[src/pkg/dil_defs.svh]
// constants for the converter input latch and decoder
// assumes one core clock; included by the package, the latch decoder and the bench files
`ifndef DIL_DEFS_SVH
`define DIL_DEFS_SVH

`define DIL_CODE_W      12
`define DIL_UPPER_W     4
`define DIL_THERM_W     15
`define DIL_BIN_W       2
`define DIL_LADDER_W    6
`define DIL_WORD_W      23
`define DIL_UPPER_LSB   8
`define DIL_BIN_CODE_LSB 6
`define DIL_THERM_LSB   8
`define DIL_BIN_LSB     6
`define DIL_LADDER_LSB  0
`define DIL_FIFO_DEPTH  16
`define DIL_WORD_RST    23'h000000

`endif

[src/pkg/dil_pkg.sv]
// types for the converter input latch and decoder
// assumes dil_defs.svh is reachable on the include path
`include "dil_defs.svh"

package dil_pkg;

   typedef struct packed {
      logic                      strobe_s1;
      logic                      strobe_s2;
      logic                      strobe_d;
      logic [`DIL_CODE_W-1:0]    code_s1;
      logic [`DIL_CODE_W-1:0]    code_s2;
      logic [`DIL_WORD_W-1:0]    word_p;
      logic [`DIL_WORD_W-1:0]    word_n;
      logic                      valid;
   } dil_core_state_t;

endpackage

[src/verilog/dil_latch_decoder.sv]
// segmented decoder and master/slave hold for the converter switch controls
// assumes code_inputs and sample_strobe_pin come from pins outside the core clock
`include "dil_defs.svh"

module dil_latch_decoder (
   input  wire logic                      i_core_clk,
   input  wire logic                      i_rst_b,
   input  wire logic                      i_sample_strobe_pin,
   input  wire logic [`DIL_CODE_W-1:0]    i_code_inputs,
   input  wire logic                      i_hold,
   output logic                           o_code_ready,
   output logic                           o_word_valid,
   output logic [`DIL_THERM_W-1:0]        o_therm_p,
   output logic [`DIL_THERM_W-1:0]        o_therm_n,
   output logic [`DIL_BIN_W-1:0]          o_bin_p,
   output logic [`DIL_BIN_W-1:0]          o_bin_n,
   output logic [`DIL_LADDER_W-1:0]       o_ladder_p,
   output logic [`DIL_LADDER_W-1:0]       o_ladder_n
);

   dil_pkg::dil_core_state_t st;
   dil_pkg::dil_core_state_t next_st;

   logic [`DIL_UPPER_W-1:0]  upper_code_bits;
   logic [`DIL_LADDER_W-1:0] ladder_code_bits;
   logic [`DIL_THERM_W-1:0]  dec_therm;
   logic [`DIL_WORD_W-1:0]   dec_word;
   logic                     strobe_rise;
   logic                     fifo_out_valid;
   logic [`DIL_WORD_W-1:0]   fifo_out_data;
   logic                     pop;

   // bit 11 is the first data input
   assign upper_code_bits  = st.code_s2[`DIL_CODE_W-1:`DIL_UPPER_LSB];
   assign ladder_code_bits = st.code_s2[`DIL_LADDER_W-1:0];

   genvar gi;
   generate
      for (gi = 0; gi < `DIL_THERM_W; gi++) begin : g_therm
         assign dec_therm[gi] = (upper_code_bits > `DIL_UPPER_W'(gi));
      end
   endgenerate

   // decoded ahead of the master stage
   assign dec_word = {dec_therm,
                      st.code_s2[`DIL_UPPER_LSB-1:`DIL_BIN_CODE_LSB],
                      ladder_code_bits};

   // only the rising edge of the synchronised strobe loads anything
   assign strobe_rise = st.strobe_s2 & ~st.strobe_d;
   assign pop         = strobe_rise & ~i_hold & fifo_out_valid;

   // master stage: every strobe edge offers a decoded word
   dil_fifo #(
      .WIDTH (`DIL_WORD_W),
      .DEPTH (`DIL_FIFO_DEPTH)
   ) u_master (
      .i_core_clk  (i_core_clk),
      .i_rst_b     (i_rst_b),
      .i_in_valid  (strobe_rise),
      .o_in_ready  (o_code_ready),
      .i_in_data   (dec_word),
      .o_out_valid (fifo_out_valid),
      .i_out_ready (pop),
      .o_out_data  (fifo_out_data)
   );

   always_comb begin
      next_st           = st;
      next_st.strobe_s1 = i_sample_strobe_pin;
      next_st.strobe_s2 = st.strobe_s1;
      next_st.strobe_d  = st.strobe_s2;
      next_st.code_s1   = i_code_inputs;
      next_st.code_s2   = st.code_s1;
      // slave stage: whole word moves at once, only on a strobe edge
      if (pop) begin
         next_st.word_p = fifo_out_data;
         next_st.word_n = ~fifo_out_data;
         next_st.valid  = 1'b1;
      end
   end

   // reset only clears the word to a known value; it stays invalid until a strobe edge pops a word already in the master stage
   always_ff @(posedge i_core_clk or negedge i_rst_b) begin
      if (!i_rst_b) begin
         st <= '0;
      end else begin
         st <= next_st;
      end
   end

   assign o_word_valid = st.valid;
   assign o_therm_p    = st.word_p[`DIL_WORD_W-1:`DIL_THERM_LSB];
   assign o_therm_n    = st.word_n[`DIL_WORD_W-1:`DIL_THERM_LSB];
   assign o_bin_p      = st.word_p[`DIL_THERM_LSB-1:`DIL_BIN_LSB];
   assign o_bin_n      = st.word_n[`DIL_THERM_LSB-1:`DIL_BIN_LSB];
   assign o_ladder_p   = st.word_p[`DIL_BIN_LSB-1:`DIL_LADDER_LSB];
   assign o_ladder_n   = st.word_n[`DIL_BIN_LSB-1:`DIL_LADDER_LSB];

   a_therm_count_match : assert property (@(posedge i_core_clk) disable iff (!i_rst_b)
      strobe_rise |-> ($countones(dec_word[`DIL_WORD_W-1:`DIL_THERM_LSB])
                       == int'(st.code_s2[11:8])))
      else $error("thermometer line count differs from upper code");

   a_low_bits_pass : assert property (@(posedge i_core_clk) disable iff (!i_rst_b)
      strobe_rise |-> (dec_word[`DIL_THERM_LSB-1:0] == st.code_s2[7:0]))
      else $error("binary or ladder bits not passed through");

   // lines fill from line 0 upward and never leave a gap
   a_therm_contiguous : assert property (@(posedge i_core_clk) disable iff (!i_rst_b)
      (((o_therm_p + `DIL_THERM_W'(1)) & o_therm_p) == '0))
      else $error("thermometer lines not contiguous");

   a_slave_from_master : assert property (@(posedge i_core_clk) disable iff (!i_rst_b)
      pop |=> (st.word_p == $past(fifo_out_data)))
      else $error("slave word not taken from master stage");

   // checked against the pin itself, two and three edges back through the synchroniser
   a_capture_on_edge : assert property (@(posedge i_core_clk) disable iff (!i_rst_b)
      pop |-> ($past(i_sample_strobe_pin, 2) && !$past(i_sample_strobe_pin, 3)))
      else $error("word moved without a strobe rising edge");

   a_switch_stable : assert property (@(posedge i_core_clk) disable iff (!i_rst_b)
      !pop |=> ($stable(o_therm_p) && $stable(o_bin_p) && $stable(o_ladder_p)))
      else $error("switch controls changed between strobe edges");

   // the complement half may only move on a load as well
   a_switch_n_stable : assert property (@(posedge i_core_clk) disable iff (!i_rst_b)
      !pop |=> ($stable(o_therm_n) && $stable(o_bin_n) && $stable(o_ladder_n)))
      else $error("complement controls changed between strobe edges");

   // a held slave stage keeps its whole word while the master fills
   a_hold_freezes : assert property (@(posedge i_core_clk) disable iff (!i_rst_b)
      i_hold |=> ($stable(st.word_p) && $stable(st.word_n)))
      else $error("switch word moved while held");

   a_pair_complement : assert property (@(posedge i_core_clk) disable iff (!i_rst_b)
      o_word_valid |-> ((o_therm_n == ~o_therm_p) && (o_bin_n == ~o_bin_p)
                        && (o_ladder_n == ~o_ladder_p)))
      else $error("true and complement controls disagree");

   // before the first load both halves rest at zero
   a_idle_until_load : assert property (@(posedge i_core_clk) disable iff (!i_rst_b)
      !o_word_valid |-> ((st.word_p == '0) && (st.word_n == '0)))
      else $error("switch word moved before first load");

   a_valid_holds : assert property (@(posedge i_core_clk) disable iff (!i_rst_b)
      o_word_valid |=> o_word_valid)
      else $error("word valid dropped without reset");

   // a full master stage refuses strobes until the slave takes a word
   a_full_stays_full : assert property (@(posedge i_core_clk) disable iff (!i_rst_b)
      (!o_code_ready && !pop) |=> !o_code_ready)
      else $error("full master stage accepted a word");

   a_full_drains : assert property (@(posedge i_core_clk) disable iff (!i_rst_b)
      (!o_code_ready && pop) |=> o_code_ready)
      else $error("master stage still full after a load");

   a_msb_first : assert property (@(posedge i_core_clk) disable iff (!i_rst_b)
      (strobe_rise && st.code_s2[11]) |-> dec_word[`DIL_THERM_LSB+7])
      else $error("first data input not treated as msb");

   a_valid_after_strobe : assert property (@(posedge i_core_clk) disable iff (!i_rst_b)
      $rose(o_word_valid) |-> $past(pop))
      else $error("word valid without a strobe edge");

endmodule

[src/verilog/dil_fifo.sv]
// word buffer between master capture and slave switch register
// assumes a single clock and an active low asynchronous reset
module dil_fifo #(
   parameter int WIDTH = 23,
   parameter int DEPTH = 16
) (
   input  wire logic             i_core_clk,
   input  wire logic             i_rst_b,
   input  wire logic             i_in_valid,
   output logic                  o_in_ready,
   input  wire logic [WIDTH-1:0] i_in_data,
   output logic                  o_out_valid,
   input  wire logic             i_out_ready,
   output logic [WIDTH-1:0]      o_out_data
);

   localparam int PW = $clog2(DEPTH);

   typedef struct packed {
      logic [DEPTH-1:0][WIDTH-1:0] mem;
      logic [PW-1:0]               wr;
      logic [PW-1:0]               rd;
      logic [PW:0]                 cnt;
   } dil_fifo_state_t;

   dil_fifo_state_t st;
   dil_fifo_state_t next_st;
   logic            push;
   logic            pop;

   assign o_in_ready  = (st.cnt != PW'(0) + (PW+1)'(DEPTH)) ? 1'b1 : 1'b0;
   assign o_out_valid = (st.cnt != '0);
   assign o_out_data  = st.mem[st.rd];
   assign push        = i_in_valid & o_in_ready;
   assign pop         = i_out_ready & o_out_valid;

   always_comb begin
      next_st = st;
      if (push) begin
         next_st.mem[st.wr] = i_in_data;
         next_st.wr         = st.wr + PW'(1);
      end
      if (pop) begin
         next_st.rd = st.rd + PW'(1);
      end
      case ({push, pop})
         2'b10:   next_st.cnt = st.cnt + (PW+1)'(1);
         2'b01:   next_st.cnt = st.cnt - (PW+1)'(1);
         default: next_st.cnt = st.cnt;
      endcase
   end

   always_ff @(posedge i_core_clk or negedge i_rst_b) begin
      if (!i_rst_b) begin
         st <= '0;
      end else begin
         st <= next_st;
      end
   end

   a_fifo_count_bound : assert property (@(posedge i_core_clk) disable iff (!i_rst_b)
      st.cnt <= (PW+1)'(DEPTH))
      else $error("fifo count exceeds depth");

endmodule

[config.mk]
export PLATFORM = sky130hd
export DESIGN_NAME = dil_latch_decoder
export DESIGN_NICKNAME = d
export VERILOG_FILES = /design/src/pkg/dil_pkg.sv /design/src/verilog/dil_latch_decoder.sv /design/src/verilog/dil_fifo.sv
export VERILOG_INCLUDE_DIRS = /design/src /design/src/pkg
export SDC_FILE = /design/constraint.sdc
export NUM_CORES = 1
export LEC_CHECK = 0
export ABC_CLOCK_PERIOD_IN_PS = 5400
export BUFFER_PORTS_ARGS = -buffer_cell sky130_fd_sc_hd__buf_2
export CORE_MARGIN = 2
export CORE_UTILIZATION = 31
export DETAILED_ROUTE_END_ITERATION = 16
export GPL_TIMING_DRIVEN = 0
export SYNTH_ARGS = -nofsm -noshare
export SYNTH_HDL_FRONTEND = slang
export SYNTH_SLANG_ARGS = --single-unit
[constraint.sdc]
create_clock -name i_core_clk -period 5.4 [get_ports i_core_clk]
set_clock_uncertainty 0.05 [all_clocks]
set_input_delay 1.62 -clock i_core_clk [delete_from_list [all_inputs] [get_ports i_core_clk]]
set_output_delay 1.62 -clock i_core_clk [all_outputs]
set_load 0.01 [all_outputs]
Yosys cells after proc, flatten, opt, wreduce, memory -nomap -nowiden
Cells that the tools add are included.
Operators by class
  mux-type cells: 7
  equality and inequality tests: 3
  bitwise logic cells: 8
  add/subtract/negate cells: 4
  order comparisons: 18
  reduce and logical (&&, ||, !) cells: 3
Operator list (count)
  368-bit bitwise mux: 1
  23-bit binary-select mux with 4-bit select: 1
  23-bit demux with 4-bit select: 1
  23-bit two-way mux: 2
  4-bit greater-than comparator (second input constant): 7
  23-bit inverter: 1
  4-bit by 3-bit greater-than comparator with 1-bit output (second input constant): 4
  4-bit by 5-bit less-than comparator with 1-bit output (second input constant): 2
  5-bit one-hot mux with 2 select lines: 1
  4-bit by 1-bit adder with 4-bit output (second input constant): 2
  4-bit by 1-bit greater-than comparator with 1-bit output (second input constant): 2
  4-bit by 2-bit greater-than comparator with 1-bit output (second input constant): 2
  5-bit by 1-bit adder with 5-bit output (second input constant): 1
  1-bit bitwise AND: 5
  5-bit != test (second input constant): 1
  5-bit nonzero test: 1
  5-bit by 1-bit subtractor with 5-bit output (second input constant): 1
  4-bit by 1-bit greater-or-equal comparator with 1-bit output (second input constant): 1
  2-bit by 1-bit == test with 1-bit output (second input constant): 1
  2-bit == test (second input constant): 1
  1-bit inverter: 2
  2-bit nonzero test: 1
  1-bit logical AND: 1
  1-bit two-way mux: 1
Storage, ports and cells
  input port bits: 16
  word-level logic and storage cells: 70
  register bits after elaboration: 455

Depth between registers and ports, before layout
  word-level depth: 7
  mapped depth: 14

Modules after synthesis
A second synthesis with hierarchy kept.
Second synthesis, totals
  cells, all modules: 1396
  area, all modules: 20763.7 µm²
Modules (own cells, without submodules)
  dil_fifo: sequential area each 9534.1 µm², area an instance 17759.5 µm², cells an instance 1175, instances 1
  dil_latch_decoder: sequential area each 1851.8 µm², area an instance 3004.1 µm², cells an instance 221, instances 1

Least setup slack after synthesis
Ideal clock, no wire load.
  path type: input to register
  start point: input port i_hold
  end point: register u_master.st[4] (netlist name)
  path buffers: 3
  required time: 5.271 ns
  arrival: 4.079 ns
  cell stages on the path: 13
  setup time: 0.079 ns
  setup slack: 1.192 ns
  path through: or3b_2 -> a21o_1 -> buf_2 -> inv_2 -> buf_2 -> ha_1 -> clkbuf_1 -> xor2_1 -> ha_1 -> o21a_1 -> o21a_1 -> o32ai_1 -> xor2_1
On the way
  longest elaborated chain between the ends: 6
  elaborated cells on any way between the ends: 8
  classes of those cells: 2 x eq/ne; 1 x mux; 4 x bitwise; 1 x reduce/logical
Ends and longest elaborated chain
  from (decl): RTL line dil_latch_decoder.sv:10  | input wire logic i_hold,
  1-bit inverter (*): RTL line dil_latch_decoder.sv:51  | assign pop = strobe_rise & ~i_hold & fifo_out_valid;
  1-bit bitwise AND (*) (2 in series): RTL line dil_latch_decoder.sv:51
  via pop: RTL line dil_latch_decoder.sv:31  | logic pop;
  1-bit bitwise AND (*): RTL line dil_fifo.sv:35  | assign pop = i_out_ready & o_out_valid;
  2-bit by 1-bit == test with 1-bit output / 2-bit == test (equally long branches): RTL line dil_fifo.sv:46  | case ({push, pop})
  5-bit one-hot mux with 2 select lines / 2-bit nonzero test (equally long branches)
  to (signal assigned): RTL line dil_fifo.sv:57  | st <= next_st;
  to (decl): RTL line dil_fifo.sv:26  | dil_fifo_state_t st;
Mark *: on every way through the listed nets, which the timed path passes. The rest lies on a longest branch.
A chain may end at the register's enable or synchronous reset.

Final worst setup path
Ends and elaborated chain as after synthesis.

==> impl_metrics.json <==
{
  "die-area_um2": 67200,
  "hold_path_depth": 0,
  "port_buffers": 63,
  "synth_fp_nets": 1740,
  "path_clk_slew_ns": 0.06,
  "cts_buffers": 46,
  "maxCapViolCount": 0,
  "viasPerCell": 4.97,
  "grt_use_total": 0.159,
  "ys.flop_type": "dfrtp_1",
  "setup_violations": 0,
  "fmax_ghz": 0.217,
  "synth_top_area_frac": 0.564,
  "netlist_instances": 1715,
  "antenna_found_initial": 1,
  "multi_input_area_um2": 7780,
  "hold_viol": 0,
  "core-area_um2": 64500,
  "fin_nets": 1859,
  "p_per_area_nw_per_um2": 565,
  "dr_wl_met2_um": 25700,
  "cp-start-kind": "input pin",
  "synthesis.area_um2": 20200,
  "die_w_um": 259,
  "grt_pass1_vias": 13800,
  "yosys.area.top_type": "dfrtp_1",
  "cp_data_arrival_time_ns": 5.04,
  "worst-endpoint-required_ns": 5.84,
  "drive_above_1_share": 0.250,
  "grt_pass1_wl_um": 83500,
  "dp_slack_ns": 0.171,
  "path_cells": "buf_2, or3b_2, a21o_1, buf_2, inv_2, buf_2, ha_1, clkbuf_1, xor2_1, ha_1, o21a_1, o21a_1, o32ai_1, xor2_1",
  "reg2regPathDepth": 14,
  "grt_max_degree": 121,
  "cp_common_cell": "buf_2",
  "clockBufferDepth": 3,
  "drt-initial-drc-count": 1127,
  "cpPeakStageDelay_ns": 0.56,
  "grt_overflow": 0,
  "post-route-period-util": 0.852,
  "status": "finished, final reports clean",
  "maxSlewHeadroom": 0.144,
  "wl_per_cell_um": 19.4,
  "wl_met3_um": 2490,
  "worst-setup-path-type": "input pin to flip-flop",
  "ios": 64,
  "cts_resized": 0,
  "finalPower_mw": 13.2,
  "drc": 0,
  "htreeDepth": 2,
  "critPathTopFamily": "buffers and inverters",
  "setup_slack_ns": 0.801,
  "start_util": 0.313,
  "leakage_nw": 10.6,
  "cpMaxStageDelayCell": "or3b_2",
  "clock-sinks": 455,
  "routed-via-count": 13600,
  "post-cts-setup-buffers": 0,
  "cts_root_buffer": "clkbuf_16",
  "tightest_slew_ns": 1.28,
  "row_count": 93,
  "num_antenna_cells": 0,
  "drtAntennaViolNets": 0,
  "synth_area_leaders": "dfrtp_1 (56%), mux4_2 (10%), nand2_1 (9.2%)",
  "synth.avg_cell_area_um2": 11.8,
  "ir_worst_vdd_v": 0.000298,
  "synth.distinct_cells": 46,
  "worstSkewPairLatency_ns": 0.57,
  "fp.dieH_um": 259,
  "min_period_ns": 4.60,
  "critical_path_depth": 14,
  "path_buf_inv": 5,
  "async_reset_ff_frac": 1.00,
  "final_core_util": 0.362,
  "ys_ff_latch": 455,
  "drtPass1Iterations": 5,
  "routed_wl_um": 52800,
  "min-delay-path-class": "flip-flop to flip-flop",
  "hold_buffers": 0,
  "fillCellCount": 6360,
  "syn2layout_area_growth_pct": 15.5,
  "met1Wirelength_um": 23600,
  "hold_slack_ns": 0.294,
  "register_area_um2": 11400,
  "yosysSeqAreaShare": 0.564,
  "cts_tree": "done",
  "gp_congestion": 0.846,
  "rsz0062_at_grt": "false",
  "drv_slew": 0,
  "yosys_warnings": 0,
  "cp_max_fo": 11,
  "dp_hpwl_um": 37500,
  "end_kind": "flip-flop",
  "highest_layer": "met4",
  "synth_edf_count": 0
}
-- power by group --
part	leakage, nW	internal (mW)	switching [mW]
sequential	5.87	4.73	0.698
clock	0.773	1.92	1.37
combinational	4.00	2.16	2.29
-- cell usage in the layout (no fill, tap or decap), types with 16 or more instances in the layout --
cell type and n:
mux2i_1 46, nand2_1 497, buf_4 54, buf_2 116, mux2_2 69, clkbuf_1 56
o21ai_1 16, mux4_2 92, dfrtp_1 455, clkbuf_16 46, o21ai_0 212, o21a_1 25
a22oi_1 23
-- worst paths after layout --
kind,to,startpoint,slack (ns)
setup / recovery,u_master.st[4],i_hold,0.80
hold / removal,dec_word[3],next_st[50],0.29
setup reg to reg,u_master.st[4],u_master.st[1],1.38
hold reg to reg,dec_word[3],next_st[50],0.29
max in group asynchronous,o_therm_p[8],i_rst_b,2.05
min in group asynchronous,o_ladder_n[4],i_rst_b,0.93
-- metal layers --
metal / global-route usage / vias up
met4: 0.0436 / 0
met2: 0.264 / 350
met3: 0.0184 / 81
met5: 0 / -
li1: - / 6123
met1: 0.223 / 7002
-- sequential cells by signal (all words and copies together), names as in the netlist, 5 cells and up --
register     cells
u_master.st    381
o_therm_n       15
o_therm_p       15
next_st         14
dec_word         8
o_ladder_n       6
o_ladder_p       6
st               5
-- final cells by class --
cell class | count | share of cell area
clock inverter | 22 | 0.0103
clock buffer | 63 | 0.0568
multi-input combinational | 1076 | 0.334
sequential | 455 | 0.489
timing repair buffer | 71 | 0.0198
inverter | 7 | 0.00113
buffer | 177 | 0.0436
tap | 855 | 0.0459
-- worst reg2reg max path, stage by stage (launching register included) --
cell and delay [ns]:
dfrtp_1 0.37, buf_6 0.14, nor3_1 0.74, a21o_1 0.20
buf_2 0.30, inv_2 0.22, buf_2 0.32, ha_1 0.30
clkbuf_1 0.20, xor2_1 0.20, ha_1 0.23, o21a_1 0.18
o21a_1 0.17, o32ai_1 0.16, xor2_1 0.18
-- logic make-up (layout without fill, tap and decap cells) --
logic type                 count (synthesis)  in the layout  synth area share
AOI/OAI and AO/OA                        315            315             0.104
xor gates and xnor gates                  12             12           0.00521
adders and majority gates                  9              9           0.00558
buffers and inverters                    184            340            0.0517
DFF                                      455            455             0.564
muxes                                    211            211             0.167
and+or+nand+nor                          529            529             0.103
-- cell usage after synthesis (2+ instances only) --
master     count
a2111oi_2      8
a211oi_2       2
a21o_1         2
a21oi_1        6
a22oi_1       23
a31oi_1        2
and3b_1        5
buf_1          6
buf_2         52
buf_4         52
buf_6          9
clkbuf_1      50
clkbuf_2       7
dfrtp_1      455
ha_1           9
inv_1          6
mux2_2        69
mux2_4         4
mux2i_1       46
mux4_2        92
nand2_1      497
nand2b_1       4
nand3b_1       4
nand4_1        2
nor2_1         6
nor2b_1        2
o2111ai_2      5
o2111ai_4     11
o21a_1        25
o21ai_0      212
o21ai_1       16
or3b_2         2
xnor2_1        7
xor2_1         5
-- metrics by stage --
step,cell area (um2),cells,TNS (ns)
2_1_floorplan,20200,1715,0
3_3_place_gp,21600,2633,-2805.53
3_5_place_dp,21700,2639,0
4_1_cts,23300,2724,0
5_1_grt,23300,2726,0
6_report,23300,2726,0
Power figures use the tool's default switching activity.
